[src/rtl/dcf_pkg.sv]
// dcf_pkg: shared constants and state types of the dma crc and channel flag block
package dcf_pkg;
  //--------------------------------------------------------------
  // sizes
  //--------------------------------------------------------------
  localparam int NCH   = 8;
  localparam int CH_W  = 3;
  localparam int ADR_W = 8;
  localparam int FLG_W = 5;

  //--------------------------------------------------------------
  // register byte addresses
  //--------------------------------------------------------------
  localparam logic [7:0] ADR_CRC_CTRL = 8'h00;
  localparam logic [7:0] ADR_CRC_RES  = 8'h04;
  localparam logic [7:0] ADR_IRQ_STAT = 8'h08;
  localparam logic [7:0] ADR_IRQ_CLR  = 8'h0C;
  localparam logic [7:0] ADR_IRQ_EN   = 8'h10;
  localparam logic [7:0] ADR_CH_EVT   = 8'h20;
  localparam logic [7:0] ADR_CH_CFG   = 8'h40;
  localparam logic [2:0] EVT_PAGE     = ADR_CH_EVT[7:5];
  localparam logic [2:0] CFG_PAGE     = ADR_CH_CFG[7:5];

  //--------------------------------------------------------------
  // field positions
  //--------------------------------------------------------------
  localparam int CTL_CH_LSB   = 0;
  localparam int CTL_TYP_BIT  = 5;
  localparam int CTL_APP_BIT  = 6;
  localparam int CTL_WBO_BIT  = 8;
  localparam int FLG_ADDR     = 0;
  localparam int FLG_ABORT    = 1;
  localparam int FLG_CELL     = 2;
  localparam int FLG_BLOCK    = 3;
  localparam int FLG_HALF     = 4;
  localparam int CFG_SSZ_LSB  = 0;
  localparam int CFG_DSZ_LSB  = 8;
  localparam int CFG_CSZ_LSB  = 16;
  localparam int CFG_AIRQ_LSB = 24;

  //--------------------------------------------------------------
  // data path constants
  //--------------------------------------------------------------
  localparam logic [8:0]  BEAT_BYTES = 9'h004;
  localparam logic [31:0] CRC_POLY   = 32'h04C11DB7;
  localparam logic [31:0] CRC_SEED   = 32'hFFFFFFFF;
  localparam logic [31:0] IP_EMPTY   = 32'h0000FFFF;

  //--------------------------------------------------------------
  // state types and reset values
  //--------------------------------------------------------------
  typedef struct packed {
    logic                 ack;
    logic [31:0]          rdat;
    logic                 irq;
    logic                 write_byte_order_enable;
    logic                 app;
    logic                 typ;
    logic [CH_W-1:0]      sel_ch;
    logic [NCH-1:0]       irq_en;
    logic [NCH-1:0][31:0] cfg;
    logic                 crc_pend;
    logic [31:0]          crc_last;
    logic                 dv;
    logic [CH_W-1:0]      dch;
    logic [31:0]          ddat;
    logic                 dcrc;
  } dcf_top_s;

  typedef struct packed {
    logic [8:0]       cnt;
    logic [8:0]       dptr;
    logic [8:0]       ccnt;
    logic [FLG_W-1:0] flg;
  } dcf_chan_s;

  typedef struct packed {
    logic [31:0] acc;
  } dcf_crc_s;

  localparam dcf_top_s  TOP_RST  = '0;
  localparam dcf_chan_s CHAN_RST = '0;
  localparam dcf_crc_s  CRC_RST  = '{acc: CRC_SEED};
endpackage : dcf_pkg

[src/rtl/dcf_crc.sv]
// dcf_crc: lfsr crc-32 and ip header checksum engine, one word per cycle
`timescale 1ns/1ps
module dcf_crc (
  input  wire logic        clk,
  input  wire logic        rst,
  input  wire logic        ip_mode,
  input  wire logic        clr,
  input  wire logic        din_valid,
  input  wire logic [31:0] din,
  output logic      [31:0] res
);
  import dcf_pkg::*;

  dcf_crc_s st_ff;
  dcf_crc_s nxt_st;
  logic [31:0] seed;

  // msb-first lfsr over one word
  function automatic logic [31:0] lfsr_step(input logic [31:0] c, input logic [31:0] d);
    logic [31:0] r;
    r = c;
    for (int i = 31; i >= 0; i--) begin
      r = {r[30:0], 1'b0} ^ ((r[31] ^ d[i]) ? CRC_POLY : 32'h00000000);
    end
    return r;
  endfunction : lfsr_step

  // ones complement sum of both halfwords, carries folded back
  function automatic logic [15:0] ones_add(input logic [15:0] c, input logic [31:0] d);
    logic [17:0] s;
    s = {2'b00, c} + {2'b00, d[31:16]} + {2'b00, d[15:0]};
    s = {16'h0000, s[17:16]} + {2'b00, s[15:0]};
    s = {16'h0000, s[17:16]} + {2'b00, s[15:0]};
    return s[15:0];
  endfunction : ones_add

  // clear restarts from the seed, a word in the same cycle counts
  always_comb begin
    seed   = ip_mode ? 32'h00000000 : CRC_SEED;
    nxt_st = st_ff;
    if (clr) nxt_st.acc = seed;
    if (din_valid) begin
      if (ip_mode) nxt_st.acc = {16'h0000, ones_add(nxt_st.acc[15:0], din)};
      else nxt_st.acc = lfsr_step(nxt_st.acc, din);
    end
  end

  always_ff @(posedge clk) begin
    if (rst) st_ff <= CRC_RST;
    else st_ff <= nxt_st;
  end

  assign res = ip_mode ? {16'h0000, ~st_ff.acc[15:0]} : st_ff.acc;
endmodule : dcf_crc

[src/rtl/dcf_chan.sv]
// dcf_chan: per-channel byte counters and sticky event flags
`timescale 1ns/1ps
module dcf_chan (
  input  wire logic                      clk,
  input  wire logic                      rst,
  input  wire logic                      beat,
  input  wire logic                      dst_wr,
  input  wire logic                      pat,
  input  wire logic                      bad,
  input  wire logic                      irq_valid,
  input  wire logic [7:0]                irq_num,
  input  wire logic [31:0]               cfg,
  input  wire logic                      evt_we,
  input  wire logic [dcf_pkg::FLG_W-1:0] evt_wdata,
  input  wire logic                      clr_all,
  output logic      [dcf_pkg::FLG_W-1:0] flags,
  output logic                           blk_end
);
  import dcf_pkg::*;

  dcf_chan_s        st_ff;
  dcf_chan_s        nxt_st;
  logic [FLG_W-1:0] ev;
  logic [8:0]       ssz;
  logic [8:0]       dsz;
  logic [8:0]       csz;
  logic [8:0]       big;
  logic [8:0]       half;
  logic             abort_hit;

  // a size field of zero means 256 bytes
  assign ssz       = {cfg[CFG_SSZ_LSB +: 8] == 8'h00, cfg[CFG_SSZ_LSB +: 8]};
  assign dsz       = {cfg[CFG_DSZ_LSB +: 8] == 8'h00, cfg[CFG_DSZ_LSB +: 8]};
  assign csz       = {cfg[CFG_CSZ_LSB +: 8] == 8'h00, cfg[CFG_CSZ_LSB +: 8]};
  assign big       = (ssz > dsz) ? ssz : dsz;
  assign half      = {1'b0, dsz[8:1]};
  assign abort_hit = irq_valid & (irq_num == cfg[CFG_AIRQ_LSB +: 8]);
  assign flags     = st_ff.flg;

  // counters advance per beat, events then merge into the flags
  always_comb begin
    nxt_st  = st_ff;
    ev      = '0;
    blk_end = 1'b0;
    if (abort_hit) begin
      ev[FLG_ABORT] = 1'b1;
      nxt_st.cnt    = '0;
      nxt_st.dptr   = '0;
      nxt_st.ccnt   = '0;
    end else if (beat) begin
      nxt_st.cnt  = st_ff.cnt + BEAT_BYTES;
      nxt_st.ccnt = st_ff.ccnt + BEAT_BYTES;
      if (dst_wr) nxt_st.dptr = st_ff.dptr + BEAT_BYTES;
      if (dst_wr && nxt_st.dptr == half) ev[FLG_HALF] = 1'b1;
      if (nxt_st.ccnt == csz) begin
        ev[FLG_CELL] = 1'b1;
        nxt_st.ccnt  = '0;
      end
      if (nxt_st.cnt >= big || pat) begin
        ev[FLG_BLOCK] = 1'b1;
        blk_end       = 1'b1;
        nxt_st.cnt    = '0;
        nxt_st.dptr   = '0;
        nxt_st.ccnt   = '0;
      end
    end
    if (bad) ev[FLG_ADDR] = 1'b1;
    // software writes only clear; an event in the same cycle wins
    if (clr_all) nxt_st.flg = '0;
    else if (evt_we) nxt_st.flg = st_ff.flg & evt_wdata;
    nxt_st.flg = nxt_st.flg | ev;
  end

  always_ff @(posedge clk) begin
    if (rst) st_ff <= CHAN_RST;
    else st_ff <= nxt_st;
  end
endmodule : dcf_chan

[src/rtl/dcf_top.sv]
// dcf_top: crc attachment controls, channel event flags and wishbone slave
//
// Local design decisions: the Wishbone slave port and the register addresses.
`timescale 1ns/1ps
module dcf_top (
  input  wire logic                      CLK,
  input  wire logic                      RST,
  input  wire logic                      CYC_I,
  input  wire logic                      STB_I,
  input  wire logic                      WE_I,
  input  wire logic [dcf_pkg::ADR_W-1:0] ADR_I,
  input  wire logic [3:0]                SEL_I,
  input  wire logic [31:0]               DAT_I,
  output logic      [31:0]               DAT_O,
  output logic                           ACK_O,
  output logic                           IRQ,
  input  wire logic                      XFER_VALID,
  input  wire logic [dcf_pkg::CH_W-1:0]  XFER_CH,
  input  wire logic [31:0]               XFER_DATA,
  input  wire logic                      XFER_UNALIGNED,
  input  wire logic                      XFER_SRC_BAD,
  input  wire logic                      XFER_DST_BAD,
  input  wire logic                      XFER_PAT,
  input  wire logic                      IRQ_VALID,
  input  wire logic [7:0]                IRQ_NUM,
  output logic                           DST_VALID,
  output logic      [dcf_pkg::CH_W-1:0]  DST_CH,
  output logic      [31:0]               DST_DATA,
  output logic                           DST_CRC
);
  import dcf_pkg::*;

  //--------------------------------------------------------------
  // declarations
  //--------------------------------------------------------------
  dcf_top_s                  st_ff;
  dcf_top_s                  nxt_st;
  logic [NCH-1:0][FLG_W-1:0] flags;
  logic [NCH-1:0]            blk_end;
  logic [NCH-1:0]            beat;
  logic [NCH-1:0]            ch_dst;
  logic [NCH-1:0]            ch_bad;
  logic [NCH-1:0]            evt_we;
  logic [NCH-1:0]            clr_ch;
  logic [NCH-1:0]            any_flag;
  logic [31:0]               crc_res;
  logic [31:0]               wmask;
  logic [31:0]               swap;
  logic [ADR_W-1:0]          adr;
  logic                      acc;
  logic                      wr;
  logic                      bad;
  logic                      beat_any;
  logic                      crc_beat;
  logic                      dst_wr;

  //--------------------------------------------------------------
  // bus decode
  //--------------------------------------------------------------
  // one access per request; ack blocks a second take
  assign acc   = CYC_I & STB_I & ~st_ff.ack;
  assign wr    = acc & WE_I;
  assign adr   = {ADR_I[ADR_W-1:2], 2'b00};
  assign wmask = {{8{SEL_I[3]}}, {8{SEL_I[2]}}, {8{SEL_I[1]}}, {8{SEL_I[0]}}};

  //--------------------------------------------------------------
  // beat qualification
  //--------------------------------------------------------------
  // bad addresses and unaligned beats under byte order are dropped
  assign bad = XFER_VALID & (XFER_SRC_BAD | XFER_DST_BAD
                             | (st_ff.write_byte_order_enable & XFER_UNALIGNED));
  // an aborted channel moves nothing until its flag is cleared
  assign beat_any = XFER_VALID & ~bad & ~flags[XFER_CH][FLG_ABORT];
  assign crc_beat = beat_any & (XFER_CH == st_ff.sel_ch);
  // append mode keeps the crc channel off the destination
  assign dst_wr   = beat_any & ~(st_ff.app & crc_beat);
  // byte order reversal for the destination write
  assign swap     = {XFER_DATA[7:0], XFER_DATA[15:8], XFER_DATA[23:16], XFER_DATA[31:24]};

  //--------------------------------------------------------------
  // channels
  //--------------------------------------------------------------
  for (genvar c = 0; c < NCH; c++) begin : g_ch
    assign beat[c]     = beat_any & (XFER_CH == CH_W'(c));
    assign ch_dst[c]   = dst_wr & (XFER_CH == CH_W'(c));
    assign ch_bad[c]   = bad & (XFER_CH == CH_W'(c));
    assign evt_we[c]   = wr & SEL_I[0] & (adr == ADR_W'(ADR_CH_EVT + 4 * c));
    assign clr_ch[c]   = wr & SEL_I[0] & (adr == ADR_IRQ_CLR) & DAT_I[c];
    assign any_flag[c] = |flags[c];

    dcf_chan u_chan (
      .clk       (CLK),
      .rst       (RST),
      .beat      (beat[c]),
      .dst_wr    (ch_dst[c]),
      .pat       (XFER_PAT),
      .bad       (ch_bad[c]),
      .irq_valid (IRQ_VALID),
      .irq_num   (IRQ_NUM),
      .cfg       (st_ff.cfg[c]),
      .evt_we    (evt_we[c]),
      .evt_wdata (DAT_I[FLG_W-1:0]),
      .clr_all   (clr_ch[c]),
      .flags     (flags[c]),
      .blk_end   (blk_end[c])
    );
  end

  //--------------------------------------------------------------
  // crc engine
  //--------------------------------------------------------------
  // restarted the cycle after the attached channel ends a block
  dcf_crc u_crc (
    .clk       (CLK),
    .rst       (RST),
    .ip_mode   (st_ff.typ),
    .clr       (st_ff.crc_pend),
    .din_valid (crc_beat),
    .din       (XFER_DATA),
    .res       (crc_res)
  );

  //--------------------------------------------------------------
  // next state
  //--------------------------------------------------------------
  always_comb begin
    nxt_st      = st_ff;
    nxt_st.ack  = acc;
    nxt_st.rdat = 32'h00000000;
    // read mux; unmapped words read zero
    if (acc && !WE_I) begin
      case (adr)
        ADR_CRC_CTRL: begin
          nxt_st.rdat[CTL_WBO_BIT]          = st_ff.write_byte_order_enable;
          nxt_st.rdat[CTL_APP_BIT]          = st_ff.app;
          nxt_st.rdat[CTL_TYP_BIT]          = st_ff.typ;
          nxt_st.rdat[CTL_CH_LSB +: CH_W]   = st_ff.sel_ch;
        end
        ADR_CRC_RES:  nxt_st.rdat          = st_ff.crc_last;
        ADR_IRQ_STAT: nxt_st.rdat[NCH-1:0] = any_flag;
        ADR_IRQ_EN:   nxt_st.rdat[NCH-1:0] = st_ff.irq_en;
        default: begin
          if (adr[7:5] == EVT_PAGE) nxt_st.rdat[FLG_W-1:0] = flags[adr[4:2]];
          else if (adr[7:5] == CFG_PAGE) nxt_st.rdat = st_ff.cfg[adr[4:2]];
        end
      endcase
    end
    // register writes, byte lanes honoured
    if (wr) begin
      if (adr == ADR_CRC_CTRL) begin
        if (SEL_I[1]) nxt_st.write_byte_order_enable = DAT_I[CTL_WBO_BIT];
        if (SEL_I[0]) begin
          nxt_st.app    = DAT_I[CTL_APP_BIT];
          nxt_st.typ    = DAT_I[CTL_TYP_BIT];
          nxt_st.sel_ch = DAT_I[CTL_CH_LSB +: CH_W];
        end
        if (nxt_st.write_byte_order_enable) nxt_st.app = 1'b0;
      end
      if (adr == ADR_IRQ_EN && SEL_I[0]) nxt_st.irq_en = DAT_I[NCH-1:0];
      if (adr[7:5] == CFG_PAGE) begin
        nxt_st.cfg[adr[4:2]] = (st_ff.cfg[adr[4:2]] & ~wmask) | (DAT_I & wmask);
      end
    end
    // crc result is final one cycle after the block ends
    nxt_st.crc_pend = blk_end[st_ff.sel_ch];
    if (st_ff.crc_pend) nxt_st.crc_last = crc_res;
    // destination port: appended crc wins, a pass-through beat in the same cycle is dropped
    nxt_st.dv   = 1'b0;
    nxt_st.dcrc = 1'b0;
    if (st_ff.crc_pend && st_ff.app) begin
      nxt_st.dv   = 1'b1;
      nxt_st.dch  = st_ff.sel_ch;
      nxt_st.ddat = crc_res;
      nxt_st.dcrc = 1'b1;
    end else if (dst_wr) begin
      nxt_st.dv   = 1'b1;
      nxt_st.dch  = XFER_CH;
      nxt_st.ddat = st_ff.write_byte_order_enable ? swap : XFER_DATA;
    end
    // level interrupt while an enabled channel has a flag up
    nxt_st.irq = |(any_flag & st_ff.irq_en);
  end

  //--------------------------------------------------------------
  // state register
  //--------------------------------------------------------------
  always_ff @(posedge CLK) begin
    if (RST) st_ff <= TOP_RST;
    else st_ff <= nxt_st;
  end

  // outputs straight from the state register
  assign DAT_O     = st_ff.rdat;
  assign ACK_O     = st_ff.ack;
  assign IRQ       = st_ff.irq;
  assign DST_VALID = st_ff.dv;
  assign DST_CH    = st_ff.dch;
  assign DST_DATA  = st_ff.ddat;
  assign DST_CRC   = st_ff.dcrc;
endmodule : dcf_top

[config.mk]
export PLATFORM = sky130hd
export DESIGN_NAME = dcf_top
export DESIGN_NICKNAME = d
export VERILOG_FILES = /design/src/rtl/dcf_pkg.sv /design/src/rtl/dcf_crc.sv /design/src/rtl/dcf_chan.sv /design/src/rtl/dcf_top.sv
export SDC_FILE = /design/constraint.sdc
export NUM_CORES = 2
export LEC_CHECK = 0
export BUFFER_PORTS_ARGS = -buffer_cell sky130_fd_sc_hd__buf_2
export CORE_ASPECT_RATIO = 1.2
export CORE_MARGIN = 1
export CORE_UTILIZATION = 45
export CTS_BUF_LIST = sky130_fd_sc_hd__clkbuf_16
export CTS_CLUSTER_SIZE = 10
export DETAILED_ROUTE_END_ITERATION = 16
export PLACE_DENSITY = 0.71
export SLEW_MARGIN = 20
export SYNTH_ARGS = -nofsm -noshare
export SYNTH_HDL_FRONTEND = slang
export SYNTH_HIERARCHICAL = 1
export SYNTH_SLANG_ARGS = --single-unit
[constraint.sdc]
create_clock -name CLK -period 6.5 [get_ports CLK]
set_input_delay 1.3 -clock CLK [delete_from_list [all_inputs] [get_ports CLK]]
set_output_delay 1.3 -clock CLK [all_outputs]
set_load 0.05 [all_outputs]
# Yosys cells after proc, flatten, opt, wreduce, memory -nomap -nowiden
# Cells that the tools add are included.
[op_classes]
n_addsub = 28
magnitude_cmp = 20
n_eq_ne = 46
n_bitwise = 153
muxes = 202
reduce_logical = 74
[ops]
columns = ["operator", "count"]
rows = [
  ["27-bit two-way mux", 41],
  ["32-bit bitwise XOR", 32],
  ["9-bit two-way mux", 40],
  ["32-bit two-way mux", 9],
  ["256-bit bitwise mux", 1],
  ["9-bit by 3-bit adder with 9-bit output (second input constant)", 24],
  ["8-bit zero test", 25],
  ["32-bit binary-select mux with 3-bit select", 1],
  ["32-bit demux with 3-bit select", 1],
  ["5-bit two-way mux", 19],
  ["9-bit by 8-bit == test with 1-bit output", 8],
  ["9-bit == test", 8],
  ["9-bit greater-or-equal comparator", 8],
  ["9-bit greater-than comparator", 8],
  ["36-bit two-way mux", 2],
  ["32-bit AND", 2],
  ["8-bit == test", 8],
  ["1-bit two-way mux", 62],
  ["1-bit AND", 60],
  ["6-bit by 4-bit == test with 1-bit output (second input constant)", 8],
  ["3-bit two-way mux", 16],
  ["23-bit one-hot mux with 2 select lines", 1],
  ["5-bit AND", 8],
  ["5-bit OR", 8],
  ["38 further kinds", 123],
]
[totals]
word_cells = 578
inputBits = 98
out_inout_bits = 71
regBits = 662

# Depth between registers and ports, before layout
[depth]
depth_word = 100
mapped_depth = 38
ltp_nobuf = 35

# By module
# The synthesis kept the hierarchy.
[by_module_without_submodules]
columns = ["module", "seq_area_each_um2", "area_per_inst_um2", "instances", "cells_each"]
rows = [
  ["dcf_chan", 520.5, 2341.0, 8, 290],
  ["dcf_top", 7487.2, 16988.8, 1, 1859],
  ["dcf_crc", 640.6, 6583.8, 1, 758],
]

# Least setup slack after synthesis
# OpenSTA, ideal clock, no wires.
[synth_path]
kind = "input to register"
start = "input XFER_DATA[2]"
end = "register u_crc/st_ff[14] (netlist name)"
arrival_ps = 6955
t_required_ps = 6373
setup_ps = 127
stages = 33
n_path_buf = 0
setup_slack_ps = -582
cell_sequence = "inv_1 -> fa_1 -> inv_1 -> ha_1 -> a21o_1 -> a21oi_1 -> o21bai_1 -> a21oi_1 -> o21a_1 -> o21ai_0 -> a21oi_1 -> o21bai_1 -> a21oi_1 -> o21bai_1 -> a21oi_1 -> xnor2_1 -> ha_1 -> fa_1 -> nand2_1 -> nor2_1 -> and2_1 -> nand4_1 -> nand3b_1 -> nor3_1 -> ha_1 -> ha_1 -> nand2_1 -> nor2_1 -> o211ai_1 -> o31a_1 -> o21ai_0 -> a31oi_1 -> or3_1"
[synth_via]
elab_chain_cells = 7
word_cells_on_any_way = 10
cone_classes = "add/sub (3); mux (3); bitwise (4)"
[synth_rtl]
columns = ["element", "line_no", "text"]
rows = [
  ["from (decl)", "dcf_top.sv:19", "input wire logic [31:0] XFER_DATA,"],
  ["parallel branches: the longest is 5 deep, another holds 18-bit by 16-bit adder with 18-bit output", "-", ""],
  ["32-bit two-way mux *", "dcf_crc.sv:43", "if (ip_mode) nxt_st.acc = {16'h0000, ones_add(nxt_st.acc[15:0], din)};"],
  ["32-bit two-way mux *", "dcf_crc.sv:42", "if (din_valid) begin"],
  ["to (signal assigned)", "dcf_crc.sv:50", "else st_ff <= nxt_st;"],
  ["to (decl)", "dcf_crc.sv:14", "dcf_crc_s st_ff;"],
]
# Mark *: on every way between the ends.
# A chain may end at the register's enable or synchronous reset.

# Final worst setup path
[layout_path]
start = "input XFER_DATA[1]"
end = "register u_crc/st_ff[12] (netlist name)"
[layout_via]
elab_chain_cells = 6
word_cells_on_any_way = 9
cone_classes = "add/sub (3); mux (3); bitwise (3)"
[layout_rtl]
columns = ["element", "line_no"]
rows = [
  ["parallel branches: the longest is 4 deep, another holds 18-bit by 16-bit adder with 18-bit output", "-"],
  ["32-bit two-way mux *", "dcf_crc.sv:43"],
  ["32-bit two-way mux *", "dcf_crc.sv:42"],
]
# Marked as above.

==> run metrics <==
outcome=finished clean; Core Footprint=0.09266 mm^2; Async S/R FF share, synth=0%; CTS tree=built; met3 usage=5.252%; GRT overflow=0; largest fanout on the critical path=4; Post-synth EDFFs=0; hpwl dp=110000 um; Worst Setup End Kind=flip-flop; CP Launch Type=input port; Hold Crit Depth=2; met2 GRT Util=46.63%; crit path launch=XFER_DATA[1]; Worst-path clk slew=0.06 ns; sequential area share after synthesis=29.06%; Clock Root Buffer=clkbuf_16; worst slew pin tran=1.224 ns; min cycle time layout=6.451 ns; Reg area=0.01229 mm^2; nets@finish=5265; GRT busiest layer=met2; Clock Sinks=614; num rows=122; Syn. warnings=6; vias=38220; Seq cells post-synth=614; Area Overhead vs Synth=9.196%; RR Startpoint=st_ff[69]; Worst EP required=7.05 ns; vias in the first global route=35120; Hold Path Class=flip-flop to flip-flop; Peak supply drop=0.001735 V; H-Tree Depth=3; IO Count=169; initial antenna violation count=5; vias per std cell=6.129; fillers=8736; Initial Util=45.65%; clk buf depth=3; WL/cell=23.56 um; # port buffers=166; first-pass GRT wire length=219200 um; Setup Skew=0.02981 ns; reg2reg end=u_crc/st_ff[14]; Die W=281.9 um; slowest CP cell=fa_1; max-slew violations=0; PD cells=487.1 mW/mm^2; Final Hold Viols=0; R2R depth=34; met1 GRT Util=39.42%; Die Area=0.09524 mm^2; Max Cap Viol=0; kind of critical path=input port to flip-flop; layout cells sized above 1=13.65%; GPL Wtd Cong=0.9885; starting DRC count in detailed routing=4031; Period Utilization, post-route=99.24%; final wirelength=146900 um; GR Util All Layers=30.22%; Post-route DRC=0; cells after synthesis=4937; syn_area_per_cell=8.568 um^2; fmax=155.0 MHz; Mapped Nets=5232; crit path DAT=7.00 ns; Synth Flop Type=dfxtp_1; final-report setup violation count=0; Hold WS=0.4571 ns; post-layout util=49.85%; Die Height=337.9 um; ANT nets after route=0; Rel. slew slack=16.05%; Power, Total=0.02250 W; crit path capture=u_crc/st_ff[12]; Leak=17.39 nW; Worst-Skew Late Latency=0.65 ns; Num CTS Buffers=75; CTS Hold Bufs=0; Multi-input gate area=0.02743 mm^2; Cell Area, Synth=0.04230 mm^2; largest net degree at the start of global routing=140; Netlist cell types=88; Initial DRT Pass Iterations=6; RSZ-0062 raised after global routing=yes; setup slack, reg-to-reg=0.09 ns; CP peak stage delay=0.53 ns
==> cell type report <==
cell class	count	share of cell area, %
Sequential cell	614	26.62
Timing Repair Buffer	328	4.548
Multi-Input combinational cell	3776	59.38
Antenna cell	1	0.005418
Tap cell	1240	3.359
Inverter	175	1.468
Clock buffer	75	4.063
Clock inverter	27	0.5553
==> state kept, by name (all words and copies together) (netlist names), 3 cells and up <==
register           count
DAT_O                 32
st_ff                303
g_ch.u_chan/st_ff    168
u_crc/st_ff           32
DST_DATA              32
g_ch.u_chan/flags     40
DST_CH                 3
==> cell families after synthesis <==
logic type	after synthesis	synth area share (%)
DFF	614	29.06
and+or+nand+nor	1770	22.28
AOI/OAI and AO/OA	951	13.85
buffers and inverters	547	6.720
adders and majority gates	198	6.170
muxes	254	8.199
xor gates and xnor gates	603	13.72
==> cells in the mapped netlist, drive strengths merged (49+ instances only) <==
master  instances  share of area (%)
nand3         423                5.1
xnor2         379                8.2
nor2          327                3.0
mux4           70                3.7
dfxtp         614                 29
nor2b          49               0.73
o211ai         54               0.96
buf           219                3.8
nand2b        176                2.6
ha            179                5.3
nor4           61                1.2
o21ai         372                4.4
a21oi         206                2.4
nor3           59               0.72
inv           174                1.5
a211oi         58                1.1
mux2i         144                3.4
clkbuf        153                1.4
nand4          85                1.3
a31oi         100                1.5
xor2          199                4.1
nand2         325                2.9
==> layer usage <==
layer / wire, um / vias up / part of all wire, %
met5: 51 / - / 0.035
met4: 9635 / 8 / 6.6
met3: 13930 / 420 / 9.5
met2: 64440 / 1820 / 44
met1: 58870 / 18400 / 40
li1: - / 17580 / -
==> worst min-delay path by stage <==
stage,end,slack [ns],startpoint
5_1_grt,g_ch[0].u_chan/st_ff[13],0.48,g_ch[0].u_chan/st_ff[13]
6_report,g_ch[2].u_chan/st_ff[13],0.46,g_ch[2].u_chan/st_ff[13]
2_1_floorplan,g_ch[0].u_chan/st_ff[13],0.43,g_ch[0].u_chan/st_ff[13]
4_1_cts,g_ch[3].u_chan/st_ff[13],0.46,g_ch[3].u_chan/st_ff[13]
3_3_place_gp,g_ch[6].u_chan/st_ff[13],0.44,g_ch[6].u_chan/st_ff[13]
3_5_place_dp,g_ch[3].u_chan/st_ff[13],0.45,g_ch[3].u_chan/st_ff[13]
==> worst max-delay path: cells and delay by family <==
family | cells | cell delay [ns]
AO/OA/AOI/OAI | 15 | 2.32
XOR/XNOR | 1 | 0.14
adder cells (fa/ha/maj) | 6 | 1.89
buffers and inverters | 4 | 0.37
AND/OR/NAND/NOR | 10 | 0.97
==> cell usage in the layout (no fill, tap or decap), types with 18 or more instances in the layout <==
cell / count
clkbuf_16: 75
nand4_1: 85
o21ai_0: 314
a21oi_1: 195
a211oi_1: 49
nand4b_1: 25
buf_2: 162
nor4_1: 52
buf_4: 160
a21o_1: 18
nor3b_1: 42
inv_1: 178
nand3_1: 411
and3_1: 33
xor2_1: 198
dfxtp_1: 612
nor3_1: 51
o21ai_1: 54
nor2b_1: 48
or3_1: 20
a22oi_1: 24
a31oi_1: 99
mux4_2: 70
o211ai_1: 54
nand3b_1: 43
nand2b_1: 174
ha_1: 174
mux2_2: 40
or4_1: 22
nor2_1: 308
mux2i_1: 144
xnor2_1: 364
nand2_1: 323
==> metrics by stage <==
step | worst slack [ns] | std cells | area, um^2 | TNS (ns)
after global routing | -0.2891 | 6235 | 46190 | -1.871
after global placement | -0.6010 | 6114 | 43740 | -5.168
after floorplan | -0.08295 | 4937 | 42390 | -0.1415
after CTS | 0.002563 | 6217 | 45890 | 0
final | 0.04938 | 6236 | 46190 | 0
after detailed placement | -0.6344 | 6115 | 43750 | -6.145
==> where the power goes <==
| part | total, W | leakage (nW) | switching [W] | internal [W] |
|---|---|---|---|---|
| logic | 0.0148 | 11.4 | 0.00819 | 0.00658 |
| registers | 0.00387 | 4.95 | 0.0000633 | 0.00380 |
| clock network | 0.00387 | 1.08 | 0.00171 | 0.00215 |
==> timing repair <==
item                                    in CTS  in global routing
endpoints found under the setup margin       1                 12
buffers inserted                             0                 17
pin swaps                                    0                 38
gates resized for setup                      1                 34
(Power assumes the default switching activity.)
